`config.mk`:
```
export PLATFORM = sky130hd
export DESIGN_NAME = qtm_top
export DESIGN_NICKNAME = d
export VERILOG_FILES = /design/src/qtm_pkg.sv /design/src/qtm_top.sv
export SDC_FILE = /design/constraint.sdc
export NUM_CORES = 1
export LEC_CHECK = 0
export BUFFER_PORTS_ARGS = -buffer_cell sky130_fd_sc_hd__buf_2
export CAP_MARGIN = 30
export CELL_PAD_IN_SITES_DETAIL_PLACEMENT = 1
export CELL_PAD_IN_SITES_GLOBAL_PLACEMENT = 1
export CORE_MARGIN = 8
export CORE_UTILIZATION = 49
export CTS_CLUSTER_SIZE = 20
export DETAILED_ROUTE_END_ITERATION = 8
export PLACE_DENSITY = 0.78
export SLEW_MARGIN = 25
export SYNTH_ARGS = -nofsm -noshare
export SYNTH_HDL_FRONTEND = slang
export SYNTH_SLANG_ARGS = --single-unit
```
`constraint.sdc`:
```
create_clock -name i_clock -period 19.6 [get_ports i_clock]
set_input_delay 2.94 -clock i_clock [delete_from_list [all_inputs] [get_ports i_clock]]
set_output_delay 2.94 -clock i_clock [all_outputs]
set_load 0.05 [all_outputs]
```
`src/qtm_pkg.sv`:
```
// package: register map, field layouts and types of the queue map and traffic meter
`default_nettype none
package qtm_pkg;
    // register byte offsets
    localparam logic [7:0] QTM_CTRL_OFS   = 8'h00;
    localparam logic [7:0] QTM_CRATE_OFS  = 8'h04;
    localparam logic [7:0] QTM_PRATE_OFS  = 8'h08;
    localparam logic [7:0] QTM_CBS_OFS    = 8'h0C;
    localparam logic [7:0] QTM_EBS_OFS    = 8'h10;
    localparam logic [7:0] QTM_CTOK_OFS   = 8'h14;
    localparam logic [7:0] QTM_ETOK_OFS   = 8'h18;
    localparam logic [7:0] QTM_STAT_OFS   = 8'h1C;
    // control field positions
    localparam int QTM_CTRL_EN_BIT    = 0;
    localparam int QTM_CTRL_MODE_LSB  = 1;
    localparam int QTM_CTRL_SRC_LSB   = 3;
    localparam int QTM_CTRL_SHAPE_BIT = 5;
    localparam int QTM_CTRL_GACT_BIT  = 6;
    localparam int QTM_CTRL_RACT_BIT  = 7;
    localparam int QTM_CTRL_GDSCP_LSB = 8;
    localparam int QTM_CTRL_RDSCP_LSB = 14;
    localparam int QTM_CTRL_YDSCP_LSB = 20;
    // reset values
    localparam logic [31:0] QTM_CTRL_RST = 32'h0000_0000;
    localparam logic [31:0] QTM_RATE_RST = 32'h0000_0001;
    localparam logic [31:0] QTM_BS_RST   = 32'h0000_2800;
    // rate accumulator: tokens per cycle in 16.16 fixed point
    localparam int QTM_FRAC_BITS = 16;
    // length thresholds for length based queue choice
    localparam logic [15:0] QTM_LEN_HI = 16'h044C;
    localparam logic [15:0] QTM_LEN_LO = 16'h00FA;
    localparam logic [2:0]  QTM_Q_LOW  = 3'h0;

    typedef enum logic [1:0] {QTM_M_TB = 2'h0, QTM_M_SR = 2'h1, QTM_M_TR = 2'h3} qtm_mode_t;
    typedef enum logic [1:0] {QTM_S_UP = 2'h0, QTM_S_PREC = 2'h1, QTM_S_DSCP = 2'h3,
                              QTM_S_LEN = 2'h2} qtm_src_t;
    typedef enum logic [1:0] {QTM_GREEN = 2'h0, QTM_YELLOW = 2'h1, QTM_RED = 2'h2} qtm_color_t;

    typedef struct packed {
        logic [2:0]  upri;
        logic [7:0]  tos;
        logic [15:0] len;
        logic        classed;
        logic [2:0]  class_q;
    } qtm_pkt_t;

    typedef struct packed {
        logic [2:0]  queue;
        qtm_color_t  color;
        logic        drop;
        logic        remark;
        logic [5:0]  dscp;
        logic [15:0] len;
    } qtm_res_t;
endpackage : qtm_pkg
`default_nettype wire

```
`src/qtm_top.sv`:
```
// module: priority queue assignment and token bucket / three-colour traffic meter
`default_nettype none
module qtm_top
    import qtm_pkg::*;
#(
    parameter int TOK_W = 32
) (
    input  wire logic        i_clock,
    input  wire logic        i_nrst,
    input  wire logic        i_psel,
    input  wire logic        i_penable,
    input  wire logic        i_pwrite,
    input  wire logic [7:0]  i_paddr,
    input  wire logic [31:0] i_pwdata,
    output logic             o_pready,
    output logic [31:0]      o_prdata,
    output logic             o_pslverr,
    input  wire logic        i_pkt_valid,
    input  wire qtm_pkt_t    i_pkt,
    output logic             o_pkt_ready,
    output logic             o_res_valid,
    output qtm_res_t         o_res,
    input  wire logic        i_res_ready
);
    logic [31:0]      ctrl_r;
    logic [31:0]      crate_r;
    logic [31:0]      prate_r;
    logic [TOK_W-1:0] cbs_r;
    logic [TOK_W-1:0] ebs_r;
    logic [TOK_W-1:0] ctok_r;
    logic [TOK_W-1:0] etok_r;
    logic [QTM_FRAC_BITS-1:0] cfrac_r;
    logic [QTM_FRAC_BITS-1:0] pfrac_r;
    logic [31:0]      n_green_r;
    logic [31:0]      n_red_r;

    qtm_mode_t  mode;
    qtm_src_t   src;
    logic       qos_en;
    logic       shape;
    assign qos_en = ctrl_r[QTM_CTRL_EN_BIT];
    assign mode   = qtm_mode_t'(ctrl_r[QTM_CTRL_MODE_LSB +: 2]);
    assign src    = qtm_src_t'(ctrl_r[QTM_CTRL_SRC_LSB +: 2]);
    assign shape  = ctrl_r[QTM_CTRL_SHAPE_BIT];

    // dscp code point to queue
    function automatic logic [2:0] dscp_queue(input logic [5:0] cp);
        logic [2:0] q;
        q = QTM_Q_LOW;
        unique case (cp[5:3])
            3'h1: q = cp[0] ? QTM_Q_LOW : 3'h3;
            3'h2: q = cp[0] ? QTM_Q_LOW : 3'h4;
            3'h3: q = cp[0] ? QTM_Q_LOW : 3'h5;
            3'h4: q = cp[0] ? QTM_Q_LOW : 3'h6;
            3'h5: q = (cp[2:0] == 3'h0 || cp[2:0] == 3'h6) ? 3'h6 : QTM_Q_LOW;
            3'h6: q = (cp[2:0] == 3'h0) ? 3'h7 : QTM_Q_LOW;
            3'h7: q = (cp[2:0] == 3'h0) ? 3'h7 : QTM_Q_LOW;
            default: q = QTM_Q_LOW;
        endcase
        return q;
    endfunction : dscp_queue

    function automatic logic [2:0] auto_queue(input qtm_pkt_t p, input qtm_src_t s);
        logic [2:0] q;
        logic [2:0] prec;
        prec = p.tos[7:5];
        q    = QTM_Q_LOW;
        unique case (s)
            QTM_S_UP:
                unique case (p.upri)
                    3'h0:    q = 3'h2;
                    3'h1:    q = 3'h0;
                    3'h2:    q = 3'h1;
                    default: q = p.upri;
                endcase
            QTM_S_PREC:
                unique case (prec)
                    3'h0:    q = QTM_Q_LOW;
                    3'h1:    q = 3'h3;
                    3'h2:    q = 3'h4;
                    3'h3:    q = 3'h5;
                    3'h4,
                    3'h5:    q = 3'h6;
                    default: q = 3'h7;
                endcase
            QTM_S_DSCP: q = dscp_queue(p.tos[7:2]);
            QTM_S_LEN:
                if (p.len > QTM_LEN_HI)
                    q = 3'h2;
                else if (p.len >= QTM_LEN_LO)
                    q = 3'h3;
                else
                    q = 3'h5;
        endcase
        return q;
    endfunction : auto_queue

    // meter decision, combinational on the head packet
    logic [TOK_W-1:0] plen;
    logic             c_ok;
    logic             e_ok;
    qtm_color_t       color;
    logic             hold;
    logic             take;
    assign plen = TOK_W'(i_pkt.len);
    assign c_ok = ctok_r >= plen;
    assign e_ok = etok_r >= plen;

    always_comb
    begin
        color = QTM_RED;
        unique case (mode)
            QTM_M_TB: color = c_ok ? QTM_GREEN : QTM_RED;
            QTM_M_SR: color = c_ok ? QTM_GREEN : (e_ok ? QTM_YELLOW : QTM_RED);
            QTM_M_TR: color = !e_ok ? QTM_RED : (c_ok ? QTM_GREEN : QTM_YELLOW);
            default:  color = QTM_RED;
        endcase
    end

    // shaping stalls the source instead of marking, in token bucket mode only; output stage must be free too
    assign hold = qos_en && mode == QTM_M_TB && shape && !c_ok;
    assign take = i_pkt_valid && (!o_res_valid || i_res_ready) && !hold;

    logic res_drop;
    assign res_drop = qos_en && color == QTM_RED && !ctrl_r[QTM_CTRL_RACT_BIT];

    // token refill and charge; excess/peak bucket reuses etok_r
    logic [TOK_W+QTM_FRAC_BITS:0] cacc;
    logic [TOK_W+QTM_FRAC_BITS:0] pacc;
    logic [TOK_W:0]   c_add;
    logic [TOK_W:0]   p_add;
    logic [TOK_W:0]   c_new;
    logic [TOK_W:0]   e_new;
    logic [TOK_W:0]   spill;
    always_comb
    begin
        cacc  = {ctok_r, cfrac_r} + (TOK_W+QTM_FRAC_BITS+1)'(crate_r);
        pacc  = {etok_r, pfrac_r} + (TOK_W+QTM_FRAC_BITS+1)'(prate_r);
        c_add = cacc[TOK_W+QTM_FRAC_BITS:QTM_FRAC_BITS];
        p_add = pacc[TOK_W+QTM_FRAC_BITS:QTM_FRAC_BITS];
        spill = '0;
        c_new = c_add;
        e_new = {1'b0, etok_r};
        if (c_add > {1'b0, cbs_r})
        begin
            c_new = {1'b0, cbs_r};
            spill = c_add - {1'b0, cbs_r};
        end
        unique case (mode)
            QTM_M_SR: e_new = {1'b0, etok_r} + spill;
            QTM_M_TR: e_new = p_add;
            default:  e_new = {1'b0, etok_r};
        endcase
        if (e_new > {1'b0, ebs_r})
            e_new = {1'b0, ebs_r};
        if (take && qos_en)
        begin
            unique case (mode)
                QTM_M_TB: if (color == QTM_GREEN) c_new = c_new - {1'b0, plen};
                QTM_M_SR:
                begin
                    if (color == QTM_GREEN) c_new = c_new - {1'b0, plen};
                    if (color == QTM_YELLOW) e_new = e_new - {1'b0, plen};
                end
                QTM_M_TR:
                begin
                    if (color == QTM_GREEN) c_new = c_new - {1'b0, plen};
                    if (color != QTM_RED) e_new = e_new - {1'b0, plen};
                end
                default: ;
            endcase
        end
    end

    always_ff @(posedge i_clock or negedge i_nrst)
    begin
        if (!i_nrst)
        begin
            ctok_r  <= '0;
            etok_r  <= '0;
            cfrac_r <= '0;
            pfrac_r <= '0;
        end
        else
        begin
            ctok_r  <= c_new[TOK_W-1:0];
            etok_r  <= e_new[TOK_W-1:0];
            cfrac_r <= cacc[QTM_FRAC_BITS-1:0];
            pfrac_r <= pacc[QTM_FRAC_BITS-1:0];
        end
    end

    // result stage
    always_ff @(posedge i_clock or negedge i_nrst)
    begin
        if (!i_nrst)
        begin
            o_res_valid <= 1'b0;
            o_res       <= '0;
        end
        else if (take)
        begin
            o_res_valid  <= 1'b1;
            o_res.len    <= i_pkt.len;
            o_res.color  <= qos_en ? color : QTM_GREEN;
            // queue index doubles as drop order downstream
            o_res.queue  <= (i_pkt.classed || !qos_en) ? i_pkt.class_q
                                                        : auto_queue(i_pkt, src);
            o_res.drop   <= res_drop;
            o_res.remark <= 1'b0;
            o_res.dscp   <= i_pkt.tos[7:2];
            if (qos_en && color == QTM_GREEN && ctrl_r[QTM_CTRL_GACT_BIT])
            begin
                o_res.remark <= 1'b1;
                o_res.dscp   <= ctrl_r[QTM_CTRL_GDSCP_LSB +: 6];
            end
            else if (qos_en && color == QTM_RED && ctrl_r[QTM_CTRL_RACT_BIT])
            begin
                o_res.remark <= 1'b1;
                o_res.dscp   <= ctrl_r[QTM_CTRL_RDSCP_LSB +: 6];
            end
            else if (qos_en && color == QTM_YELLOW)
            begin
                o_res.remark <= 1'b1;
                o_res.dscp   <= ctrl_r[QTM_CTRL_YDSCP_LSB +: 6];
            end
        end
        else if (i_res_ready)
        begin
            o_res_valid <= 1'b0;
        end
    end

    always_ff @(posedge i_clock or negedge i_nrst)
    begin
        if (!i_nrst)
            o_pkt_ready <= 1'b0;
        else
            o_pkt_ready <= !(take ? (!i_res_ready || hold) : (o_res_valid && !i_res_ready)) && !hold;
    end

    always_ff @(posedge i_clock or negedge i_nrst)
    begin
        if (!i_nrst)
        begin
            n_green_r <= '0;
            n_red_r   <= '0;
        end
        else if (take && qos_en)
        begin
            if (color == QTM_GREEN)
                n_green_r <= n_green_r + 32'h0000_0001;
            if (color == QTM_RED)
                n_red_r <= n_red_r + 32'h0000_0001;
        end
    end

    // apb slave: one wait-free access phase
    logic acc;
    assign acc = i_psel && i_penable;
    always_ff @(posedge i_clock or negedge i_nrst)
    begin
        if (!i_nrst)
        begin
            ctrl_r  <= QTM_CTRL_RST;
            crate_r <= QTM_RATE_RST;
            prate_r <= QTM_RATE_RST;
            cbs_r   <= TOK_W'(QTM_BS_RST);
            ebs_r   <= TOK_W'(QTM_BS_RST);
        end
        else if (acc && i_pwrite)
        begin
            unique case (i_paddr)
                QTM_CTRL_OFS:  ctrl_r  <= i_pwdata;
                QTM_CRATE_OFS: crate_r <= i_pwdata;
                QTM_PRATE_OFS: prate_r <= i_pwdata;
                QTM_CBS_OFS:   cbs_r   <= TOK_W'(i_pwdata);
                QTM_EBS_OFS:   ebs_r   <= TOK_W'(i_pwdata);
                default: ;
            endcase
        end
    end

    always_ff @(posedge i_clock or negedge i_nrst)
    begin
        if (!i_nrst)
        begin
            o_prdata  <= '0;
            o_pslverr <= 1'b0;
            o_pready  <= 1'b0;
        end
        else
        begin
            o_pready  <= i_psel && !i_penable;
            o_pslverr <= 1'b0;
            o_prdata  <= '0;
            if (i_psel && !i_penable)
            begin
                unique case (i_paddr)
                    QTM_CTRL_OFS:  o_prdata <= ctrl_r;
                    QTM_CRATE_OFS: o_prdata <= crate_r;
                    QTM_PRATE_OFS: o_prdata <= prate_r;
                    QTM_CBS_OFS:   o_prdata <= 32'(cbs_r);
                    QTM_EBS_OFS:   o_prdata <= 32'(ebs_r);
                    QTM_CTOK_OFS:  o_prdata <= 32'(ctok_r);
                    QTM_ETOK_OFS:  o_prdata <= 32'(etok_r);
                    QTM_STAT_OFS:  o_prdata <= {n_red_r[15:0], n_green_r[15:0]};
                    default:       o_pslverr <= 1'b1;
                endcase
            end
        end
    end
endmodule : qtm_top
`default_nettype wire

```
==> flow_summary.toml, run 1 <==
[place]
portBuffers = 140
dp_hpwl_um = 87100
place_congestion = 0.958
post_dp_cell_area_um2 = 27900

[flow_run]
maxCapViolations = 0

[die]
die_y_um = 248
die_x_um = 248
start_util_pct = 49.4
dieArea_um2 = 61700
ioPinCount = 143
core-area_um2 = 53600
rows = 85

[worst_setup_path]
crit_type = "flip-flop to flip-flop"
path_delay_family = "compound AO/OA/AOI/OAI gates"
max_stage_delay_ps = 750
crit_required_ps = 20050
critPathLaunchType = "flip-flop"
cp_slowest_cell = "or4_1"
cp_num_buf_inv = 2
cp.arrival_ps = 17550
path_max_fanout = 67
critPathCaptureType = "flip-flop"

[detailed_routing]
drtIter0Drc = 2009
post_drt_wl_per_cell_um = 30.8
ant_nets = 0
vias = 24700
vias_per_cell = 6.62
drc_errors = 0
routed_wirelength_um = 115000
dr.pass1.iters = 5

[power_and_ir_drop]
p_int_mw = 1.84
sw_frac_of_total_pct = 44.6
peakVddDrop_v = 0.0000760
p_leak_nw = 14.1
seqPwrFrac_pct = 26.4
p_comb_share_pct = 47.8
powerDensity_nw_per_um2 = 112
clkPwrFrac_pct = 25.8
switching_power_mw = 1.48

[synth]
yosysSeqAreaShare_pct = 33.4
synth_edf_count = 0
syn_avg_cell_area_um2 = 9.19
ys_seq_elements = 353
synth_warnings = 0
synth_area_um2 = 26500
yosys.cell_types.count = 89
synth_ff_type = "dfrtp_1"
async_reset_ff_share_pct = 100
netlist_instances = 2881
syn-num-nets = 3192

[global_routing]
grt_max_degree = 131
grt_pass1_vias = 25800
grt_first_pass_wirelength_um = 170000
track_usage_pct = 36.0
grt_overflow = 0
antenna_found_initial = 4

[sta]
fin_crit_ps = 17110
setup_viol_count_final = 0
hold_viol = 0
fin_crit_sh_pct = 87.3
clock_skew_ps = 17.6
grt_setup_unrepaired = "no"
fmax_mhz = 58.5
worst_slew_pin_slew_ps = 1060
slew_headroom_pct = 29.6
slew_violations = 0
tns_ps = 0

[clock_tree]
cts_buffer_depth = 3
cts_buffers = 43
cts_resized = 0
clock_sinks = 353
clock_latency_ps = 590
postCtsSetupBuffers = 0
clkSlewWorstSetupHoldPaths_ps = 60
htreeDepth = 2
cts_hold_buf = 0
cts_tree = "yes"
cts_root_buffer = "clkbuf_16"

[cells_and_area]
area.growth.synth_to_final_pct = 11.3
final_nets = 3307
final_cell_mix = "dfrtp_1, ha_1, nand2_1, a21oi_1, mux2_2"
fin_area_um2 = 29400
layout-drive-gt1-share_pct = 15.8
fillers = 6198
mostFrequentLayoutCell = "dfrtp_1"

[status]
status = "completed"

[min_path]
hp-class = "flip-flop to flip-flop"
-- final timing paths --
path                            startpoint           end  slack [ps]  cells after the start
max in group asynchronous           i_nrst  o_prdata[16]       15030                      3
worst max register to register  crate_r[1]    etok_r[24]        2490                     54
worst min register to register  pfrac_r[0]    pfrac_r[0]         470                      1
worst min-delay path            pfrac_r[0]    pfrac_r[0]         470                      1
worst max-delay path            crate_r[1]    etok_r[24]        2490                     54
min in group asynchronous           i_nrst    pfrac_r[0]        2410                      1
-- cell families after synthesis --
logic type | synth area share, %
AOI/OAI and AO/OA | 21.2
and+or+nand+nor | 14.0
DFF | 33.4
buffers and inverters | 3.61
adders and majority gates | 11.2
muxes | 9.38
xor gates and xnor gates | 7.15
-- power by group through the flow --
| stage | combinational [mW] | sequential, mW | clock [mW] |
|---|---|---|---|
| after CTS | 1.55 | 0.872 | 0.860 |
| final | 1.58 | 0.874 | 0.853 |
| after floorplan | 1.04 | 0.869 | 0 |
| after detailed placement | 1.53 | 0.884 | 0 |
| after global placement | 1.49 | 0.881 | 0 |
| after global routing | 1.69 | 0.877 | 0.883 |
-- area by class of cell --
class	count	area, um2	area share (%)
clock buffer	64	1300	4.40
inverter	140	526	1.78
timing repair buffer	174	976	3.31
clock inverter	14	194	0.659
antenna	3	7.51	0.0255
sequential	353	8840	30.0
tap	696	871	2.96
multi-input combinational	2284	16700	56.8
-- flip-flops by register name, summed over array words and instances, names as in the netlist, 29 cells and up --
signal / count
ctok_r: 32
etok_r: 32
prate_r: 32
ctrl_r: 32
cbs_r: 32
o_prdata: 32
ebs_r: 32
o_res: 29
crate_r: 32
-- stage by stage --
step | hold WS, ps | setup WS, ps | instances | utilization, % | power [mW]
final | 475 | 2490 | 3728 | 54.9 | 3.31
after global routing | 496 | 1770 | 3725 | 54.9 | 3.45
after CTS | 481 | 2810 | 3724 | 54.9 | 3.28
after detailed placement | 468 | 2870 | 3646 | 52.1 | 2.42
after global placement | 452 | 3240 | 3646 | 52.1 | 2.37
after floorplan | 443 | 6020 | 2881 | - | 1.91
-- cells in the mapped netlist, types with 20 or more instances --
cell type | number | area (um2)
xor2_1 | 86 | 753
buf_1 | 21 | 78.8
o211ai_1 | 20 | 150
clkbuf_1 | 69 | 259
a21o_1 | 76 | 571
ha_1 | 227 | 2840
a22o_1 | 33 | 289
a21oi_1 | 205 | 1030
a31oi_1 | 54 | 338
nor2_1 | 182 | 683
nor4_1 | 21 | 131
dfrtp_1 | 347 | 8680
nand2_1 | 210 | 788
nand2b_1 | 31 | 194
nand4_1 | 39 | 244
nand3_1 | 69 | 345
a221oi_1 | 36 | 315
and3_1 | 38 | 238
mux2i_1 | 40 | 400
inv_1 | 139 | 522
a211oi_1 | 30 | 225
a22oi_1 | 68 | 510
o21ai_0 | 173 | 866
nor3_1 | 61 | 305
o21a_1 | 23 | 173
mux2_2 | 185 | 2080
nor2b_1 | 27 | 169
xnor2_1 | 130 | 1140
-- routing by layer --
metal	global-route usage [%]	wire (um)	up-vias	share of wire (%)
met3	6.14	7530	305	6.6
met5	0	29	-	0.025
met2	57.7	52100	941	45
li1	-	-	10900	-
met1	44.8	46500	12600	41
met4	23.1	8600	4	7.5
No activity file was read; power rests on OpenSTA's default activity.
==> inputs of run 2 (changes only) <==
--- a/config.mk
+++ b/config.mk
@@ -9,6 +9,7 @@
 export CAP_MARGIN = 30
 export CELL_PAD_IN_SITES_DETAIL_PLACEMENT = 1
 export CELL_PAD_IN_SITES_GLOBAL_PLACEMENT = 1
+export CORE_ASPECT_RATIO = 1.2
 export CORE_MARGIN = 8
 export CORE_UTILIZATION = 49
 export CTS_CLUSTER_SIZE = 20
==> run 2 against run 1 <==
Net effect: setup slack improved by 40 ps; first-iteration DRC count decreased by 11%; core utilization increased by 0.20 points; fmax increased by 0.24%; clock skew increased by 18 ps; via count decreased by 0.45%; register-to-register slack improved by 40 ps; wire length decreased by 3.3%; sequential share of layout area decreased by 0.065 points; critical path type unchanged; critical endpoint unchanged; largest cell class unchanged.
==> flow_summary.toml, run 2 (synthesis gave the netlist of run 1 again) <==
[status]
status = "completed"

[die]
rows = 93
ioPinCount = 143
core-area_um2 = 53500
start_util_pct = 49.5
die_y_um = 271
dieArea_um2 = 61700
die_x_um = 228

[detailed_routing]
vias = 24600
drc_errors = 0
ant_nets = 0
routed_wirelength_um = 111000
vias_per_cell = 6.57
post_drt_wl_per_cell_um = 29.7
drtIter0Drc = 1783
dr.pass1.iters = 6

[power_and_ir_drop]
finalPower_mw = 3.26
p_leak_nw = 14.2
seqPwrFrac_pct = 26.9
p_comb_share_pct = 46.4
sw_frac_of_total_pct = 43.8
p_int_mw = 1.83
clkPwrFrac_pct = 26.7
switching_power_mw = 1.43
powerDensity_nw_per_um2 = 110
peakVddDrop_v = 0.0000692

[sta]
setup_viol_count_final = 0
fin_crit_ps = 17060
slew_headroom_pct = 31.8
fmax_mhz = 58.6
grt_setup_unrepaired = "no"
clock_skew_ps = 35.2
fin_crit_sh_pct = 87.1
worst_slew_pin_slew_ps = 1020
holdWs_ps = 473
slew_violations = 0
tns_ps = 0
hold_viol = 0
worst_slack_ps = 2540

[global_routing]
grt_max_degree = 96
antenna_found_initial = 3
grt_pass1_vias = 26000
track_usage_pct = 35.1
grt_overflow = 0
grt_first_pass_wirelength_um = 166000

[clock_tree]
clkSlewWorstSetupHoldPaths_ps = 60
cts_root_buffer = "clkbuf_16"
clock_sinks = 353
clock_latency_ps = 620
cts_tree = "yes"
cts_hold_buf = 0
cts_buffers = 42
htreeDepth = 2
postCtsSetupBuffers = 0
cts_buffer_depth = 3
cts_resized = 0

[worst_setup_path]
crit_required_ps = 20070
crit_type = "flip-flop to flip-flop"
path_max_fanout = 46
critPathCaptureType = "flip-flop"
critPathLaunchType = "flip-flop"
cp.arrival_ps = 17530
max_stage_delay_ps = 760
cp_num_buf_inv = 2
cp_slowest_cell = "a2111oi_0"
path_delay_family = "compound AO/OA/AOI/OAI gates"

[flow_run]
maxCapViolations = 0

[place]
dp_hpwl_um = 84800
post-place-ws_ps = 3060
place_congestion = 0.989
portBuffers = 140

[cells_and_area]
area.growth.synth_to_final_pct = 11.5
mostFrequentLayoutCell = "dfrtp_1"
final_nets = 3305
final_cell_mix = "dfrtp_1, ha_1, nand2_1, a21oi_1, mux2_2"
fin_util_pct = 55.1
layout-drive-gt1-share_pct = 15.9

[min_path]
hp-class = "flip-flop to flip-flop"
==> run 2: changes by cell type in the layout (fill, tap and decap cells not counted), sizes merged <==
cell,before,now
diode,3,1
bufinv,4,5
inv,140,143
clkbuf,65,55
clkinv,8,13
==> run 2: power by group through the flow <==
stage / Combinational, mW / Clock (mW) / Sequential [mW]
after global placement: 1.43 / 0 / 0.885
after CTS: 1.49 / 0.877 / 0.875
after global routing: 1.63 / 0.904 / 0.880
after detailed placement: 1.48 / 0 / 0.887
final: 1.51 / 0.871 / 0.877
after floorplan: 1.04 / 0 / 0.869
==> run 2: stage by stage <==
stage	area [um2]	cells
2_1_floorplan	26500	2881
3_3_place_gp	27900	3660
3_5_place_dp	27900	3661
4_1_cts	29500	3739
5_1_grt	29500	3741
6_report	29500	3741
==> run 2: worst register-to-register path, delay by kind of cell, from the launching register on <==
kind	cells	cell delay (ps)
multiplexers	1	230
flip-flops	1	500
adder cells (fa/ha/maj)	5	2030
buffers and inverters	2	1110
XOR/XNOR	3	500
AO/OA/AOI/OAI	29	8250
AND/OR/NAND/NOR	14	4320
==> run 2: metal layers <==
layer | wire length (um) | track usage [%] | up-vias
li1 | - | - | 10900
met1 | 41700 | 39.9 | 12400
met2 | 52300 | 58.3 | 991
met3 | 6380 | 4.93 | 352
met4 | 10600 | 29.1 | 2
met5 | 13 | 0 | -
==> run 2: path summary, 6_finish.rpt <==
path	startpoint	end	slack, ps	cells after the start
setup / recovery	crate_r[1]	etok_r[24]	2540	54
hold / removal	cfrac_r[0]	cfrac_r[0]	470	1
setup reg to reg	crate_r[1]	etok_r[24]	2540	54
hold reg to reg	cfrac_r[0]	cfrac_r[0]	470	1
max in group asynchronous	i_nrst	ctok_r[9]	15180	4
min in group asynchronous	i_nrst	etok_r[27]	2370	1
==> run 2: final cells by class <==
| class | count | area (um2) |
|---|---|---|
| inverter | 140 | 526 |
| clock buffer | 55 | 1190 |
| multi-input combinational | 2284 | 16700 |
| antenna | 1 | 2.50 |
| tap | 712 | 891 |
| fill | 6200 | 24000 |
| clock inverter | 23 | 340 |
| sequential | 353 | 8840 |
| timing repair buffer | 173 | 986 |
==> inputs of run 3 (changes only) <==
--- a/config.mk
+++ b/config.mk
@@ -11,10 +11,10 @@
 export CELL_PAD_IN_SITES_GLOBAL_PLACEMENT = 1
 export CORE_ASPECT_RATIO = 1.2
 export CORE_MARGIN = 8
-export CORE_UTILIZATION = 49
+export CORE_UTILIZATION = 53
 export CTS_CLUSTER_SIZE = 20
 export DETAILED_ROUTE_END_ITERATION = 8
-export PLACE_DENSITY = 0.78
+export PLACE_DENSITY = 0.84
 export SLEW_MARGIN = 25
 export SYNTH_ARGS = -nofsm -noshare
 export SYNTH_HDL_FRONTEND = slang
==> constraint.sdc (replaced) <==
create_clock -name i_clock -period 20.5 [get_ports i_clock]
set_input_delay 3.075 -clock i_clock [delete_from_list [all_inputs] [get_ports i_clock]]
set_output_delay 3.075 -clock i_clock [all_outputs]
set_load 0.05 [all_outputs]
==> run 3 against run 2 <==
Net effect: worst hold slack improved by 5.6 ps; non-clock buffer count shrank 2; global-route usage up 3.6 points; die area fell by 7.1%; wire length rose by 1.6%; combinational power down 3%.
==> flow_summary.toml, run 3 (synthesis gave the netlist of run 1 again) <==
[status]
status = "completed"

[worst_setup_path]
max_stage_delay_ps = 820
rr_endpoint = "etok_r[26]"
path_max_fanout = 52
cp.arrival_ps = 18050
crit_type = "flip-flop to flip-flop"
critPathLaunch = "crate_r[1]"
crit_path_end = "etok_r[26]"
cp_slowest_cell = "a2111oi_0"
rr_worst_depth = 55
reg2reg_setup_slack_ps = 2900
critPathCaptureType = "flip-flop"
crit_required_ps = 20950
critPathLaunchType = "flip-flop"
r2r-start = "crate_r[1]"

[clock_tree]
clock_sinks = 353
cts_resized = 0
cts_root_buffer = "clkbuf_16"
htreeDepth = 2
cts_buffers = 41
cts_tree = "yes"
postCtsSetupBuffers = 0
clock_latency_ps = 600
cts_buffer_depth = 3
cts_hold_buf = 0
clkSlewWorstSetupHoldPaths_ps = 60

[detailed_routing]
vias = 25000
drc_errors = 0
post_drt_wl_per_cell_um = 30.8
ant_nets = 0
vias_per_cell = 6.82
dr.pass1.iters = 6
routed_wirelength_um = 113000
drtIter0Drc = 1896

[power_and_ir_drop]
p_leak_nw = 14.1
clkPwrFrac_pct = 26.4
p_int_mw = 1.76
sw_frac_of_total_pct = 43.8
powerDensity_nw_per_um2 = 106
peakVddDrop_v = 0.000114
p_comb_share_pct = 46.8
switching_power_mw = 1.37
finalPower_mw = 3.13
seqPwrFrac_pct = 26.8

[global_routing]
antenna_found_initial = 2
grt_overflow = 0
grt_first_pass_wirelength_um = 167000
grt_max_degree = 163
grt_pass1_vias = 26500
track_usage_pct = 38.7

[flow_run]
maxCapViolations = 0

[sta]
worst_slew_pin_slew_ps = 1020
setup_viol_count_final = 0
fin_crit_sh_pct = 85.9
clock_skew_ps = 23.5
fin_crit_ps = 17600
grt_setup_unrepaired = "no"
hold_viol = 0
fmax_mhz = 56.8
tns_ps = 0
slew_headroom_pct = 32.3
worst_slack_ps = 2900
slew_violations = 0

[cells_and_area]
fillers = 5636
area.growth.synth_to_final_pct = 11.1
final_cell_mix = "dfrtp_1, ha_1, nand2_1, a21oi_1, mux2_2"
mostFrequentLayoutCell = "dfrtp_1"
layout-drive-gt1-share_pct = 15.7
final_nets = 3302

[die]
dieArea_um2 = 57400
core-area_um2 = 49200
rows = 89
start_util_pct = 53.8
die_y_um = 261
ioPinCount = 143
die_x_um = 220

[place]
dp_hpwl_um = 84600
portBuffers = 140
post-place-ws_ps = 3540
place_congestion = 1.01

[min_path]
hp-class = "flip-flop to flip-flop"
min_delay_path_depth = 1
[run 3: power groups by stage]
stage,clock network (mW),logic (mW),registers (mW)
after floorplan,0,0.994,0.831
after global placement,0,1.36,0.844
after detailed placement,0,1.41,0.848
after CTS,0.828,1.43,0.836
after global routing,0.853,1.57,0.841
final,0.824,1.46,0.839
[run 3: cell type report]
cell class / instances / area [um2] / area share, %
clock inverters: 25 / 372 / 1.26
flip-flops and latches: 353 / 8840 / 30.1
repair buffers: 171 / 1000 / 3.42
multi-input cells: 2284 / 16700 / 56.9
well taps: 637 / 797 / 2.71
inverters: 140 / 526 / 1.79
diodes: 2 / 5.00 / 0.0170
clock buffers: 51 / 1120 / 3.82
[run 3: worst min path at each step]
stage	start	to	slack, ps
after floorplan	cfrac_r[0]	cfrac_r[0]	440
after global placement	pfrac_r[0]	pfrac_r[0]	450
after detailed placement	pfrac_r[0]	pfrac_r[0]	460
after CTS	pfrac_r[0]	pfrac_r[0]	480
after global routing	pfrac_r[0]	pfrac_r[0]	480
final	pfrac_r[0]	pfrac_r[0]	480
[run 3: worst max-delay path, delay by kind of cell, from the launching register on]
family / cells / cell delay, ps
flip-flops: 1 / 490
buffers and inverters: 2 / 1110
AO/OA/AOI/OAI: 28 / 8100
XOR/XNOR: 2 / 290
AND/OR/NAND/NOR: 18 / 5380
adder cells (fa/ha/maj): 5 / 1970
[run 3: layer usage]
metal	vias to the layer above	GRT usage (%)	part of all wire, %
met1	12600	43.9	37
li1	10900	-	-
met3	389	6.66	6.7
met5	-	0	0.0097
met4	2	32.6	10
met2	1102	63.0	47
[run 3: stage by stage]
| step | instance area (um2) | hold slack, ps | instances | utilization [%] |
|---|---|---|---|---|
| finish | 29400 | 478 | 3663 | 59.7 |
| global route | 29400 | 482 | 3661 | 59.7 |
| CTS | 29300 | 476 | 3656 | 59.5 |
| detailed placement | 27800 | 462 | 3580 | 56.5 |
| global placement | 27800 | 453 | 3580 | 56.5 |
| floorplan | 26500 | 443 | 2881 | - |
